`src/shared/udma_out_pkg.sv`:
```
// constants, state codes and the word checksum for the data-out burst end
// assumes one 25 MHz clock and a host that keeps its side of the burst
package udma_out_pkg;
  localparam int CLK_PERIOD_NS = 40;
  localparam int T_RP_NS       = 160;
  localparam int T_LI_NS       = 150;
  localparam int T_IORDYZ_NS   = 20;
  localparam int RP_CYC        = (T_RP_NS + CLK_PERIOD_NS - 1) / CLK_PERIOD_NS;
  localparam int LI_CYC        = (T_LI_NS / CLK_PERIOD_NS) < 1 ? 1 : T_LI_NS / CLK_PERIOD_NS;
  localparam int IORDYZ_CYC    = (T_IORDYZ_NS / CLK_PERIOD_NS) < 1 ? 1
                                 : T_IORDYZ_NS / CLK_PERIOD_NS;
  localparam int EXTRA_WORDS   = 3;
  localparam int FIFO_DEPTH    = 16;
  localparam logic [15:0] CRC_SEED   = 16'h4ABA;
  localparam int          ERR_ICRC_BIT = 7;
  localparam int          ERR_ABRT_BIT = 2;
  localparam logic [7:0]  ERR_REPORT = 8'h84;

  typedef enum logic [3:0] {
    ST_IDLE   = 4'h1,
    ST_ACTIVE = 4'h2,
    ST_DRAIN  = 4'h4,
    ST_TERM   = 4'h8
  } state_t;

  // parallel form of the serial shift, data bit 0 entering first
  function automatic logic [15:0] crc_next(input logic [15:0] c, input logic [15:0] d);
    logic [16:1] f;
    logic [15:0] n;
    f[1]  = d[0] ^ c[15];
    f[2]  = d[1] ^ c[14];
    f[3]  = d[2] ^ c[13];
    f[4]  = d[3] ^ c[12];
    f[5]  = d[4] ^ c[11] ^ f[1];
    f[6]  = d[5] ^ c[10] ^ f[2];
    f[7]  = d[6] ^ c[9] ^ f[3];
    f[8]  = d[7] ^ c[8] ^ f[4];
    f[9]  = d[8] ^ c[7] ^ f[5];
    f[10] = d[9] ^ c[6] ^ f[6];
    f[11] = d[10] ^ c[5] ^ f[7];
    f[12] = d[11] ^ c[4] ^ f[1] ^ f[8];
    f[13] = d[12] ^ c[3] ^ f[2] ^ f[9];
    f[14] = d[13] ^ c[2] ^ f[3] ^ f[10];
    f[15] = d[14] ^ c[1] ^ f[4] ^ f[11];
    f[16] = d[15] ^ c[0] ^ f[5] ^ f[12];
    n[0]  = f[16];
    n[1]  = f[15];
    n[2]  = f[14];
    n[3]  = f[13];
    n[4]  = f[12];
    n[5]  = f[11] ^ f[16];
    n[6]  = f[10] ^ f[15];
    n[7]  = f[9] ^ f[14];
    n[8]  = f[8] ^ f[13];
    n[9]  = f[7] ^ f[12];
    n[10] = f[6] ^ f[11];
    n[11] = f[5] ^ f[10];
    n[12] = f[4] ^ f[9] ^ f[16];
    n[13] = f[3] ^ f[8] ^ f[15];
    n[14] = f[2] ^ f[7] ^ f[14];
    n[15] = f[1] ^ f[6] ^ f[13];
    return n;
  endfunction
endpackage

```
`src/udma_out_term.sv`:
```
// device end of a data-out burst: pause, termination, checksum compare
// assumes host pins arrive asynchronously and the user side shares CLOCK_IN
`timescale 1ns/1ns
`default_nettype none

// word buffer with registered output stage
module udma_word_fifo #(
  parameter int WIDTH = 16,
  parameter int DEPTH = 16
) (
  input  wire logic                       clk_in,
  input  wire logic                       rst_n_in,
  input  wire logic [WIDTH-1:0]           in_data_in,
  input  wire logic                       in_valid_in,
  output logic                            in_ready_out,
  output logic [WIDTH-1:0]                out_data_out,
  output logic                            out_valid_out,
  input  wire logic                       out_ready_in,
  output logic [$clog2(DEPTH+1)-1:0]      free_out
);
  localparam int AW = $clog2(DEPTH);
  localparam int CW = $clog2(DEPTH + 1);

  if (DEPTH < 4 || (1 << AW) != DEPTH) begin : g_bad_depth
    $error("fifo depth must be a power of two, at least 4");
  end

  logic [WIDTH-1:0] mem [0:DEPTH-1];
  logic [AW-1:0]    wr_ptr;
  logic [AW-1:0]    rd_ptr;
  logic [CW-1:0]    count;
  wire              push = in_valid_in && in_ready_out;
  wire              pop  = (count != '0) && (!out_valid_out || out_ready_in);

  assign in_ready_out = (count != CW'(DEPTH));
  assign free_out     = CW'(DEPTH) - count;

  // storage has no reset; the pointers, count and output stage are reset
  always_ff @(posedge clk_in) begin
    if (push) begin
      mem[wr_ptr] <= in_data_in;
    end
  end

  always_ff @(posedge clk_in) begin
    if (!rst_n_in) begin
      wr_ptr <= '0;
      rd_ptr <= '0;
      count  <= '0;
    end else begin
      wr_ptr <= push ? wr_ptr + AW'(1) : wr_ptr;
      rd_ptr <= pop ? rd_ptr + AW'(1) : rd_ptr;
      count  <= count + CW'(push) - CW'(pop);
    end
  end

  // output stage drains the array; out_ready stalls it
  always_ff @(posedge clk_in) begin
    if (!rst_n_in) begin
      out_valid_out <= 1'b0;
      out_data_out  <= '0;
    end else if (pop) begin
      out_valid_out <= 1'b1;
      out_data_out  <= mem[rd_ptr];
    end else if (out_ready_in) begin
      out_valid_out <= 1'b0;
    end
  end
endmodule

module udma_out_term
  import udma_out_pkg::*;
#(
  parameter int LEN_W = 16
) (
  // clock and reset
  input  wire logic             CLOCK_IN,
  input  wire logic             RST_N_IN,
  // host pins
  input  wire logic             DMACK_N_IN,
  input  wire logic             STOP_IN,
  input  wire logic             HSTROBE_IN,
  input  wire logic [15:0]      DATA_IN,
  // device pins
  output logic                  DMARQ_OUT,
  output logic                  DDMARDY_N_OUT,
  output logic                  DDMARDY_OE_OUT,
  // command control
  input  wire logic             CMD_START_IN,
  input  wire logic [LEN_W-1:0] CMD_WORDS_IN,
  input  wire logic             CMD_END_IN,
  input  wire logic             PAUSE_REQ_IN,
  input  wire logic             TERM_REQ_IN,
  // received words
  output logic [15:0]           WORD_DATA_OUT,
  output logic                  WORD_VALID_OUT,
  input  wire logic             WORD_READY_IN,
  // status
  output logic [7:0]            ERROR_OUT,
  output logic [15:0]           HOST_CRC_OUT,
  output logic                  BURST_DONE_OUT
);
  localparam int CW = $clog2(FIFO_DEPTH + 1);

  if (LEN_W < 1 || FIFO_DEPTH <= EXTRA_WORDS + 1) begin : g_bad_cfg
    $error("length width or buffer depth too small");
  end

  logic [2:0]       ack_s;
  logic [2:0]       stop_s;
  logic [2:0]       stb_s;
  logic             ack_f;
  logic             stop_f;
  logic             stb_f;
  logic [15:0]      d1;
  logic [15:0]      d2;
  logic [15:0]      d3;
  logic [15:0]      d4;
  state_t           state;
  logic             got_word;
  logic             stop_low_seen;
  logic             host_term;
  logic [7:0]       rp_cnt;
  logic [LEN_W-1:0] words_left;
  logic [15:0]      crc;
  logic             err_flag;
  logic [CW-1:0]    fifo_free;

  // three stages per pin; a change counts once stages two and three agree
  always_ff @(posedge CLOCK_IN) begin
    if (!RST_N_IN) begin
      ack_s  <= 3'h7;
      stop_s <= 3'h0;
      stb_s  <= 3'h7;
    end else begin
      ack_s  <= {ack_s[1:0], DMACK_N_IN};
      stop_s <= {stop_s[1:0], STOP_IN};
      stb_s  <= {stb_s[1:0], HSTROBE_IN};
    end
  end

  // data runs one stage deeper so the word is the one sampled before the edge
  always_ff @(posedge CLOCK_IN) begin
    d1 <= DATA_IN;
    d2 <= d1;
    d3 <= d2;
    d4 <= d3;
  end

  // agreed pin levels
  always_ff @(posedge CLOCK_IN) begin
    if (!RST_N_IN) begin
      ack_f  <= 1'b1;
      stop_f <= 1'b0;
      stb_f  <= 1'b1;
    end else begin
      ack_f  <= (ack_s[1] == ack_s[2]) ? ack_s[2] : ack_f;
      stop_f <= (stop_s[1] == stop_s[2]) ? stop_s[2] : stop_f;
      stb_f  <= (stb_s[1] == stb_s[2]) ? stb_s[2] : stb_f;
    end
  end

  // edge decode on the agreed levels
  wire stb_edge    = (stb_s[1] == stb_s[2]) && (stb_s[2] != stb_f);
  wire stop_rise   = (stop_s[1] == stop_s[2]) && stop_s[2] && !stop_f;
  wire ack_release = (ack_s[1] == ack_s[2]) && ack_s[2] && !ack_f;
  wire in_data     = (state == ST_ACTIVE) || (state == ST_DRAIN);
  wire accept      = stb_edge && in_data;
  wire store       = accept && (words_left != '0);
  wire pause_cond  = got_word && (PAUSE_REQ_IN
                     || fifo_free <= CW'(EXTRA_WORDS + 1));
  wire end_cond    = got_word && (TERM_REQ_IN || words_left == '0);
  wire start_ok    = (words_left != '0) && !PAUSE_REQ_IN && !TERM_REQ_IN
                     && ack_f && (fifo_free > CW'(EXTRA_WORDS + 1));
  wire host_stop   = (state == ST_ACTIVE) && stop_rise && stop_low_seen;
  wire mismatch    = (d4 != crc);

  // burst sequencing; ready is only ever dropped by this block
  always_ff @(posedge CLOCK_IN) begin
    if (!RST_N_IN) begin
      state          <= ST_IDLE;
      DMARQ_OUT      <= 1'b0;
      DDMARDY_N_OUT  <= 1'b1;
      DDMARDY_OE_OUT <= 1'b0;
      host_term      <= 1'b0;
      rp_cnt         <= '0;
    end else begin
      case (state)
        ST_IDLE: begin
          host_term <= 1'b0;
          if (!DMARQ_OUT && start_ok) begin
            DMARQ_OUT <= 1'b1;
          end else if (DMARQ_OUT && !ack_f) begin
            state          <= ST_ACTIVE;
            DDMARDY_OE_OUT <= 1'b1;
          end
        end
        ST_ACTIVE: begin
          if (host_stop) begin
            state         <= ST_TERM;
            DMARQ_OUT     <= 1'b0;
            DDMARDY_N_OUT <= 1'b1;
            host_term     <= 1'b1;
          end else if (end_cond) begin
            state         <= ST_DRAIN;
            DDMARDY_N_OUT <= 1'b1;
            rp_cnt        <= 8'(RP_CYC - 1);
          end else begin
            DDMARDY_N_OUT <= !(stop_low_seen && !pause_cond);
          end
        end
        ST_DRAIN: begin
          // late words still land here while the pause time runs
          if (rp_cnt == 8'h00) begin
            state     <= ST_TERM;
            DMARQ_OUT <= 1'b0;
          end else begin
            rp_cnt <= rp_cnt - 8'h01;
          end
        end
        ST_TERM: begin
          if (ack_release) begin
            state          <= ST_IDLE;
            DDMARDY_OE_OUT <= 1'b0;
          end
        end
        default: begin
          state          <= ST_IDLE;
          DMARQ_OUT      <= 1'b0;
          DDMARDY_N_OUT  <= 1'b1;
          DDMARDY_OE_OUT <= 1'b0;
        end
      endcase
    end
  end

  // per-burst flags
  always_ff @(posedge CLOCK_IN) begin
    if (!RST_N_IN || state == ST_IDLE) begin
      got_word      <= 1'b0;
      stop_low_seen <= 1'b0;
    end else begin
      got_word      <= got_word | accept;
      stop_low_seen <= stop_low_seen | !stop_f;
    end
  end

  // checksum seeded while idle, advanced on every data edge
  always_ff @(posedge CLOCK_IN) begin
    if (!RST_N_IN || state == ST_IDLE) begin
      crc <= CRC_SEED;
    end else if (accept) begin
      crc <= crc_next(crc, d4);
    end
  end

  // word budget of the command; excess words are counted into the checksum only
  always_ff @(posedge CLOCK_IN) begin
    if (!RST_N_IN) begin
      words_left <= '0;
    end else if (CMD_START_IN) begin
      words_left <= CMD_WORDS_IN;
    end else if (store) begin
      words_left <= words_left - LEN_W'(1);
    end
  end

  // checksum capture and compare; a set in the same cycle beats a new command
  always_ff @(posedge CLOCK_IN) begin
    if (!RST_N_IN) begin
      err_flag       <= 1'b0;
      HOST_CRC_OUT   <= '0;
      BURST_DONE_OUT <= 1'b0;
      ERROR_OUT      <= 8'h00;
    end else begin
      BURST_DONE_OUT <= (state == ST_TERM) && ack_release;
      if ((state == ST_TERM) && ack_release) begin
        HOST_CRC_OUT <= d4;
      end
      if ((state == ST_TERM) && ack_release && mismatch) begin
        err_flag <= 1'b1;
      end else if (CMD_START_IN) begin
        err_flag <= 1'b0;
      end
      if (CMD_START_IN) begin
        ERROR_OUT <= 8'h00;
      end else if (CMD_END_IN) begin
        ERROR_OUT <= err_flag ? ERR_REPORT : 8'h00;
      end
    end
  end

  // a full buffer would drop a word; the pause margin keeps that from happening
  udma_word_fifo #(
    .WIDTH (16),
    .DEPTH (FIFO_DEPTH)
  ) u_fifo (
    .clk_in        (CLOCK_IN),
    .rst_n_in      (RST_N_IN),
    .in_data_in    (d4),
    .in_valid_in   (store),
    .in_ready_out  (),
    .out_data_out  (WORD_DATA_OUT),
    .out_valid_out (WORD_VALID_OUT),
    .out_ready_in  (WORD_READY_IN),
    .free_out      (fifo_free)
  );

  // ready may only drop for a pause or an end once a word has arrived
  property p_no_early_pause;
    @(posedge CLOCK_IN) disable iff (!RST_N_IN)
      ($rose(DDMARDY_N_OUT) && !host_term && state != ST_IDLE) |-> got_word;
  endproperty
  a_no_early_pause: assert property (p_no_early_pause)
    else $error("ready dropped before any word");
  property p_rp_gap;
    @(posedge CLOCK_IN) disable iff (!RST_N_IN)
      ($fell(DMARQ_OUT) && !host_term) |-> $past(DDMARDY_N_OUT, RP_CYC);
  endproperty
  a_rp_gap: assert property (p_rp_gap)
    else $error("request dropped too soon after ready");
  property p_host_stop;
    @(posedge CLOCK_IN) disable iff (!RST_N_IN)
      host_stop |=> (!DMARQ_OUT && DDMARDY_N_OUT && state == ST_TERM) [*1];
  endproperty
  a_host_stop: assert property (p_host_stop)
    else $error("request or ready not dropped after host stop");
  property p_term_quiet;
    @(posedge CLOCK_IN) disable iff (!RST_N_IN)
      (state == ST_TERM) |-> (!DMARQ_OUT && DDMARDY_N_OUT);
  endproperty
  a_term_quiet: assert property (p_term_quiet)
    else $error("request or ready reasserted during termination");
  property p_release;
    @(posedge CLOCK_IN) disable iff (!RST_N_IN)
      ((state == ST_TERM) && ack_release) |=> !DDMARDY_OE_OUT;
  endproperty
  a_release: assert property (p_release)
    else $error("ready still driven after acknowledge release");
  property p_ignore_return;
    @(posedge CLOCK_IN) disable iff (!RST_N_IN)
      ((state == ST_TERM) && stb_edge) |=> $stable(crc);
  endproperty
  a_ignore_return: assert property (p_ignore_return)
    else $error("strobe return changed the checksum");
  property p_seed;
    @(posedge CLOCK_IN) disable iff (!RST_N_IN)
      (state == ST_IDLE) |=> (crc == CRC_SEED);
  endproperty
  a_seed: assert property (p_seed)
    else $error("checksum not seeded between bursts");
  property p_first_err;
    @(posedge CLOCK_IN) disable iff (!RST_N_IN)
      (err_flag && !CMD_START_IN) |=> err_flag;
  endproperty
  a_first_err: assert property (p_first_err)
    else $error("saved checksum error lost within a command");
  property p_capture;
    @(posedge CLOCK_IN) disable iff (!RST_N_IN)
      ((state == ST_TERM) && ack_release) |=> (HOST_CRC_OUT == $past(d4));
  endproperty
  a_capture: assert property (p_capture)
    else $error("host checksum not latched at acknowledge release");
endmodule

`default_nettype wire

```
`config.mk`:
```
export PLATFORM = sky130hd
export DESIGN_NAME = udma_out_term
export DESIGN_NICKNAME = d
export VERILOG_FILES = /design/src/shared/udma_out_pkg.sv /design/src/udma_out_term.sv
export SDC_FILE = /design/constraint.sdc
export NUM_CORES = 1
export LEC_CHECK = 0
export ABC_AREA = 1
export BUFFER_PORTS_ARGS = -buffer_cell sky130_fd_sc_hd__clkbuf_2
export CAP_MARGIN = 10
export CORE_UTILIZATION = 41
export CTS_BUF_LIST = sky130_fd_sc_hd__clkbuf_8
export DETAILED_ROUTE_END_ITERATION = 8
export GPL_TIMING_DRIVEN = 0
export PLACE_DENSITY_LB_ADDON = 0.25
export SETUP_SLACK_MARGIN = 0.5
export SLEW_MARGIN = 20
export SYNTH_ARGS = -nofsm -noshare
export SYNTH_HDL_FRONTEND = slang
export SYNTH_SLANG_ARGS = --single-unit
```
`constraint.sdc`:
```
create_clock -name CLOCK_IN -period 5 [get_ports CLOCK_IN]
set_input_delay 0.75 -clock CLOCK_IN [delete_from_list [all_inputs] [get_ports CLOCK_IN]]
set_output_delay 0.75 -clock CLOCK_IN [all_outputs]
set_load 0.01 [all_outputs]
```
-- Yosys cells after proc, flatten, opt, wreduce, memory -nomap -nowiden
Memories as Yosys holds them, arrays and structs flattened. A register that Yosys moved wholly into a read port is not among the register bits.
Index checks and enable logic that the tools add are counted.
- memories kept: 1
- flip-flop bits (word level): 165
- word-level logic and storage cells: 193
- input port bits: 42
- bits in writable memories: 256
- output and inout bits: 45
- memory list (name ; depth ; width ; rd ports ; clocked after Yosys merged registers in ; write ports ; line ; source):
    u_fifo.mem ; 16 ; 16 ; 1 ; 1 ; 1 ; udma_out_term.sv:28 ; logic [WIDTH-1:0] mem [0:DEPTH-1];
- bitwise operators: 53
- magnitude comparators: 2
- add/sub/neg operators: 7
- equality and inequality tests: 20
- mux-type cells: 31
- reductions and logical operators: 52
- operators with widths (operator ; number):
    1-bit bitwise XOR ; 48
    16-bit two-way mux ; 2
    8-bit two-way mux ; 4
    4-bit two-way mux ; 6
    1-bit logical AND ; 22
    16-bit zero test ; 1
    16-bit inequality test ; 1
    2-bit inequality test, second input constant ; 8
    4-bit case mux with 4 select lines ; 1
    8-bit case mux with 2 select lines ; 1
    16-bit nonzero test ; 1
    16-bit by 1-bit subtractor with 16-bit output, second input constant ; 1
    1-bit two-way mux ; 14
    4-bit AND reduction ; 3
    1-bit zero test ; 10
    4-bit by 1-bit adder with 4-bit output, second input constant ; 2
    8-bit zero test ; 1
    2-bit nonzero test ; 4
    8-bit by 1-bit subtractor with 8-bit output, second input constant ; 1
    5-bit by 1-bit adder with 5-bit output ; 1
    5-bit by 3-bit > comparator with 1-bit output, second input constant ; 1
    5-bit by 3-bit less-or-equal comparator with 1-bit output, second input constant ; 1
    1-bit logical OR ; 5
    5-bit inequality test, second input constant ; 1
    other kinds (19) ; 25

-- Logic depth before layout (Yosys ltp)
- depth in word-level cells: 10
- gate-level depth with buffers: 16

-- Hierarchy
From an unflattened synthesis, not the netlist that was laid out.
- cells, all modules: 2018
- area total of the unflattened synthesis: 18386.4 sq um
- by module, submodules not included (module ; cells an instance ; area an instance (sq um) ; times used ; seq. area each (sq um)):
    udma_word_fifo ; 1214 ; 12276.8 ; 1 ; 8287.9
    udma_out_term ; 804 ; 6109.6 ; 1 ; 2882.8

-- Least setup slack after synthesis
Ideal clock, no wire load.
- kind: register to register
- start point: register u_fifo.count[2]
- end point: register u_fifo.count[4]
- data required time: 4.930 ns
- period minus slack after synthesis: 2.877 ns
- slack: 2.123 ns
- setup time: 0.070 ns
- stages on the path, launching flop included: 17
- arrival: 2.807 ns
- cells stage by stage: dfxtp_1 > inv_1 > ha_1 > inv_1 > nor2_1 > ha_1 > a21oi_1 > clkbuf_1 > ha_1 > inv_1 > ha_1 > fa_1 > nand2_1 > a21oi_1 > nor2_1 > o21ai_0 > a21oi_1
- elaborated cells between the ends (all ways): 6
- those cells by class: add/sub: 2; eq/ne: 1; reduce/logical: 3
- RTL lines (item ; line ; source):
    from (decl) ; udma_out_term.sv:31 ; logic [CW-1:0] count;
    from (signal assigned) ; udma_out_term.sv:53 ; count <= count + CW'(push) - CW'(pop);
    5-bit nonzero test ; udma_out_term.sv:33 ; wire pop = (count != '0) && (!out_valid_out || out_ready_in);
    1-bit logical AND ; udma_out_term.sv:33 ;
    via u_fifo.pop ; udma_out_term.sv:33 ;
    5-bit by 1-bit subtractor with 5-bit output ; udma_out_term.sv:53 ;
The timed path passes the listed nets, and every way through them passes these cells.
A chain may end at the register's enable or synchronous reset.

-- Worst setup path after layout
- start point: register u_fifo.count[3]
- end point: register u_fifo.count[4]
The elaborated chain is that of the path after synthesis.

==> results.txt <==
----------------------------------------------------
[Synth]
  Predominant post-synthesis flop cell ... sky130_fd_sc_hd__edfxtp_1
  Share of synthesized flip-flops with an asynchronous set or reset ... 0
  Post-synthesis register bit count ... 430
  Post-synth design cell area ... between 15000 and 20000 um2
  Post-Syn Area per Cell ... 10.4 um2
  Gate count after technology mapping ... 1669
  Proportion of synthesized chip area in sequential cells ... 0.645
  Yosys top cell by area ... sky130_fd_sc_hd__edfxtp_1
  Number of flops mapped to enable cells by yosys ... roughly 260
  Total of warnings raised by yosys ... 0
  Main area contributors after synthesis ... sky130_fd_sc_hd__edfxtp_1 (44%), sky130_fd_sc_hd__dfxtp_1 (20%), sky130_fd_sc_hd__nor2_1 (6.2%)
  Synth top cells by count ... sky130_fd_sc_hd__nor2_1 (286), sky130_fd_sc_hd__edfxtp_1 (256), sky130_fd_sc_hd__nand2_1 (206)
  Count of cell types in the netlist ... 46
  Cell with the most instances after synthesis ... sky130_fd_sc_hd__nor2_1
  Portion of synthesized cell area occupied by the leading cell type ... 0.444

[Hold path]
  Cell depth of the worst min-delay path ... 1
  Hold wc startpoint ... DATA_IN[15]
  End of the worst hold path ... d1[15]
  Worst hold path class ... in -> reg

[Run]
  Max cap viols ... 0

[Worst setup path]
  Crit end category ... flip-flop
  Critical Path, Cell by Cell ... inv_1 -> ha_1 -> inv_1 -> nor2_1 -> ha_1 -> a21oi_2 -> clkbuf_1 -> ha_1 -> inv_1 -> ha_1 -> fa_1 -> nand2_1 -> a21oi_1 -> nor2_1 -> o21ai_0 -> a21oi_1
  Largest stage delay on the critical path ... 0.62 ns
  Top cell by count, worst path ... sky130_fd_sc_hd__ha_1
  CP Max Fanout ... 10
  FF-to-FF Start ... u_fifo.count[3]
  Startpoint class of the critical path ... flip-flop
  Arrival @ worst endpoint ... between 4 and 5 ns
  Register-to-Register Path Depth ... 16
  Slowest library cell on the worst path ... sky130_fd_sc_hd__clkbuf_1
  Critical path type ... reg -> reg
  Required time worst endpoint ... 5.53 ns
  Worst reg2reg path endpoint ... u_fifo.count[4]
  Worst R2R Setup Slack ... between 1 and 1.5 ns

[Layout]
  Number of nets in the layout ... 1907
  Synthesis-to-finish area growth ... 16.0%
  # fillers ... 3811
  Share of layout cells above drive strength 1 ... 0.151
  Count of antenna diodes in the layout ... 0

[Timing]
  Post-layout minimum cycle time ... 3.65 ns
  Setup repair after global routing missed its margin ... false
  Final Setup Violations ... 0
  Fmax ... 274 MHz
  Share of the cycle needed by the critical path after routing ... 0.731
  Sum Neg Setup Slack ... 0 ns
  Slew Viols, Final ... 0
  Hold Fails Final Rpt ... 0
  Transition at the pin with the smallest max-transition slack ... 1.13 ns
  Final clock skew ... between 0.02 and 0.03 ns
  Slew HR ... 0.244

[Clocking]
  Number of sinks driven by the clock tree ... 430
  Max clock buf depth ... 3
  Root Driver ... sky130_fd_sc_hd__clkbuf_8
  Clock transition at the registers of the reported paths ... 0.06 ns
  Insertion delay of the later-clocked pin in the worst-skew pair ... 0.62 ns
  # H-tree levels ... 3
  Count of cells resized by post-cts repair ... 0
  Number of setup buffers added after CTS ... 0
  Hold buffer count at cts ... 0
  TritonCTS clock tree ... built
  Cts bufs inserted ... 74

[Floorplan]
  Count of standard-cell rows ... 74
  Floorplan Core Area ... 41200 um2
  Starting Density ... 0.420
  I/O Pins ... 87
  Die Span Y ... 207 um
  Die area ... approximately 43000 um2
  Horizontal die dimension ... 207 um

[Drt]
  Remaining routing DRC violations ... 0
  First drt pass iteration count ... 7
  Average routed wire per standard cell ... 19.2 um
  Number of routed nets with antenna violations ... 0
  DRT iter0 DRCs ... 1033
  Routed vias/inst ... 5.18
  Detailed-route wire length ... 46700 um
  Via count ... around 13000

[Global route]
  Leftover overflow at the end of global routing ... 0
  Antenna violations before repair ... 0
  First-pass GRT wire length ... 71400 um
  Pin count of the biggest net entering global routing ... 22
  Vias in the first global route ... 12388
  Gr usage total ... 0.219

[Status]
  Outcome ... complete, no violations

[Place]
  Placed wire-length estimate after detailed placement ... between 30000 and 40000 um
  Final GP Congestion ... 0.908
  Port buffer count ... ~80

[Pwr]
  Leakage power ... 7.71 nW
  Power density over cell area ... 455 nW/um2
  Post-route total power ... between 9 and 10 mW
  Worst IR drop on VDD ... between 0.2 and 0.3 mV

----------------------------------------------------
## layer usage
metal,global-route usage,share of wire
met1,0.284,0.43
met2,0.353,0.47
met3,0.0402,0.064
met4,0.109,0.042
met5,0,0
## cell usage in the layout, fill, tap and decap left out, types with 8 or more instances in the layout
| cell type | synthesis | layout |
|---|---|---|
| sky130_fd_sc_hd__edfxtp_1 | 256 | 256 |
| sky130_fd_sc_hd__buf_6 | 1 | 13 |
| sky130_fd_sc_hd__xor2_1 | 32 | 32 |
| sky130_fd_sc_hd__ha_1 | 19 | 19 |
| sky130_fd_sc_hd__clkbuf_2 | 0 | 79 |
| sky130_fd_sc_hd__clkbuf_8 | 0 | 84 |
| sky130_fd_sc_hd__a21oi_1 | 62 | 61 |
| sky130_fd_sc_hd__nand2_2 | 12 | 12 |
| sky130_fd_sc_hd__clkbuf_1 | 50 | 50 |
| sky130_fd_sc_hd__nor2_1 | 286 | 270 |
| sky130_fd_sc_hd__nand3_1 | 99 | 99 |
| sky130_fd_sc_hd__xnor2_1 | 18 | 18 |
| sky130_fd_sc_hd__inv_1 | 111 | 134 |
| sky130_fd_sc_hd__o211ai_1 | 84 | 84 |
| sky130_fd_sc_hd__nor3_1 | 9 | 9 |
| sky130_fd_sc_hd__o21ai_0 | 157 | 157 |
| sky130_fd_sc_hd__nand2_1 | 206 | 206 |
| sky130_fd_sc_hd__dfxtp_1 | 174 | 170 |
| sky130_fd_sc_hd__nor2_2 | 2 | 18 |
| sky130_fd_sc_hd__buf_4 | 12 | 12 |
| sky130_fd_sc_hd__clkinv_2 | 0 | 8 |
| sky130_fd_sc_hd__o21ai_1 | 11 | 11 |
| sky130_fd_sc_hd__clkinv_1 | 3 | 13 |
| sky130_fd_sc_hd__buf_2 | 18 | 18 |
## power breakdown
part	total (mW)	internal [mW]	switching (mW)
combinational	2.01	0.614	1.39
sequential	4.04	3.89	0.147
clock	3.09	1.65	1.44
## critical path: cells and delay by family, from the launching register on
| kind | cells | cell delay, ns |
|---|---|---|
| flip-flops | 1 | 0.34 |
| buffers and inverters | 4 | 0.81 |
| adder cells (fa/ha/maj) | 5 | 1.28 |
| AND/OR/NAND/NOR | 3 | 0.27 |
| AO/OA/AOI/OAI | 4 | 0.88 |
## stage by stage
step           cells  hold WS (ns)  instance area [um2]  setup slack (ns)  utilization
2_1_floorplan   1674         0.310                17300              2.12            -
3_3_place_gp    2285         0.310                18400              1.07        0.446
3_5_place_dp    2301         0.312                18600              1.39        0.452
4_1_cts         2436         0.185                20100              1.37        0.487
5_1_grt         2436         0.179                20100              1.07        0.487
6_report        2436         0.239                20100              1.35        0.487
## worst max path at each step
stage,startpoint,to,cells after the start
CTS,u_fifo.count[3],u_fifo.count[4],16
detailed placement,u_fifo.count[3],u_fifo.count[4],16
global route,u_fifo.count[2],u_fifo.count[4],16
global placement,u_fifo.count[2],u_fifo.count[4],16
floorplan,u_fifo.count[2],u_fifo.count[4],16
finish,u_fifo.count[3],u_fifo.count[4],16
## final cells by class
cell class | instances | area [um2] | share of cell area
Multi-Input combinational cell | 1044 | 5380 | 0.268
Tap cell | 532 | 666 | 0.0331
Sequential cell | 430 | 11200 | 0.557
Timing Repair Buffer | 95 | 591 | 0.0294
Clock inverter | 51 | 289 | 0.0144
Inverter | 117 | 442 | 0.0220
Buffer | 83 | 387 | 0.0193
Clock buffer | 84 | 1160 | 0.0576
## state kept, by name (all words and copies together), names as in the netlist, 5 cells and up
| register | flops |
|---|---|
| HOST_CRC_OUT | 16 |
| d2 | 16 |
| u_fifo.out_data_out | 16 |
| u_fifo.mem | 256 |
| d3 | 16 |
| d4 | 16 |
| u_fifo.count | 5 |
| words_left | 16 |
| d1 | 16 |
| rp_cnt | 8 |
| crc | 16 |
## cells by family after synthesis
kind of cell	Yosys count	synth area share
AO/OA/AOI/OAI	326	0.109
XOR/XNOR	52	0.0272
adder cells (fa/ha/maj)	20	0.0149
buffers and inverters	200	0.0478
flip-flops	430	0.645
other	1	0.000217
AND/OR/NAND/NOR	640	0.155
Power figures use the tool's default switching activity.
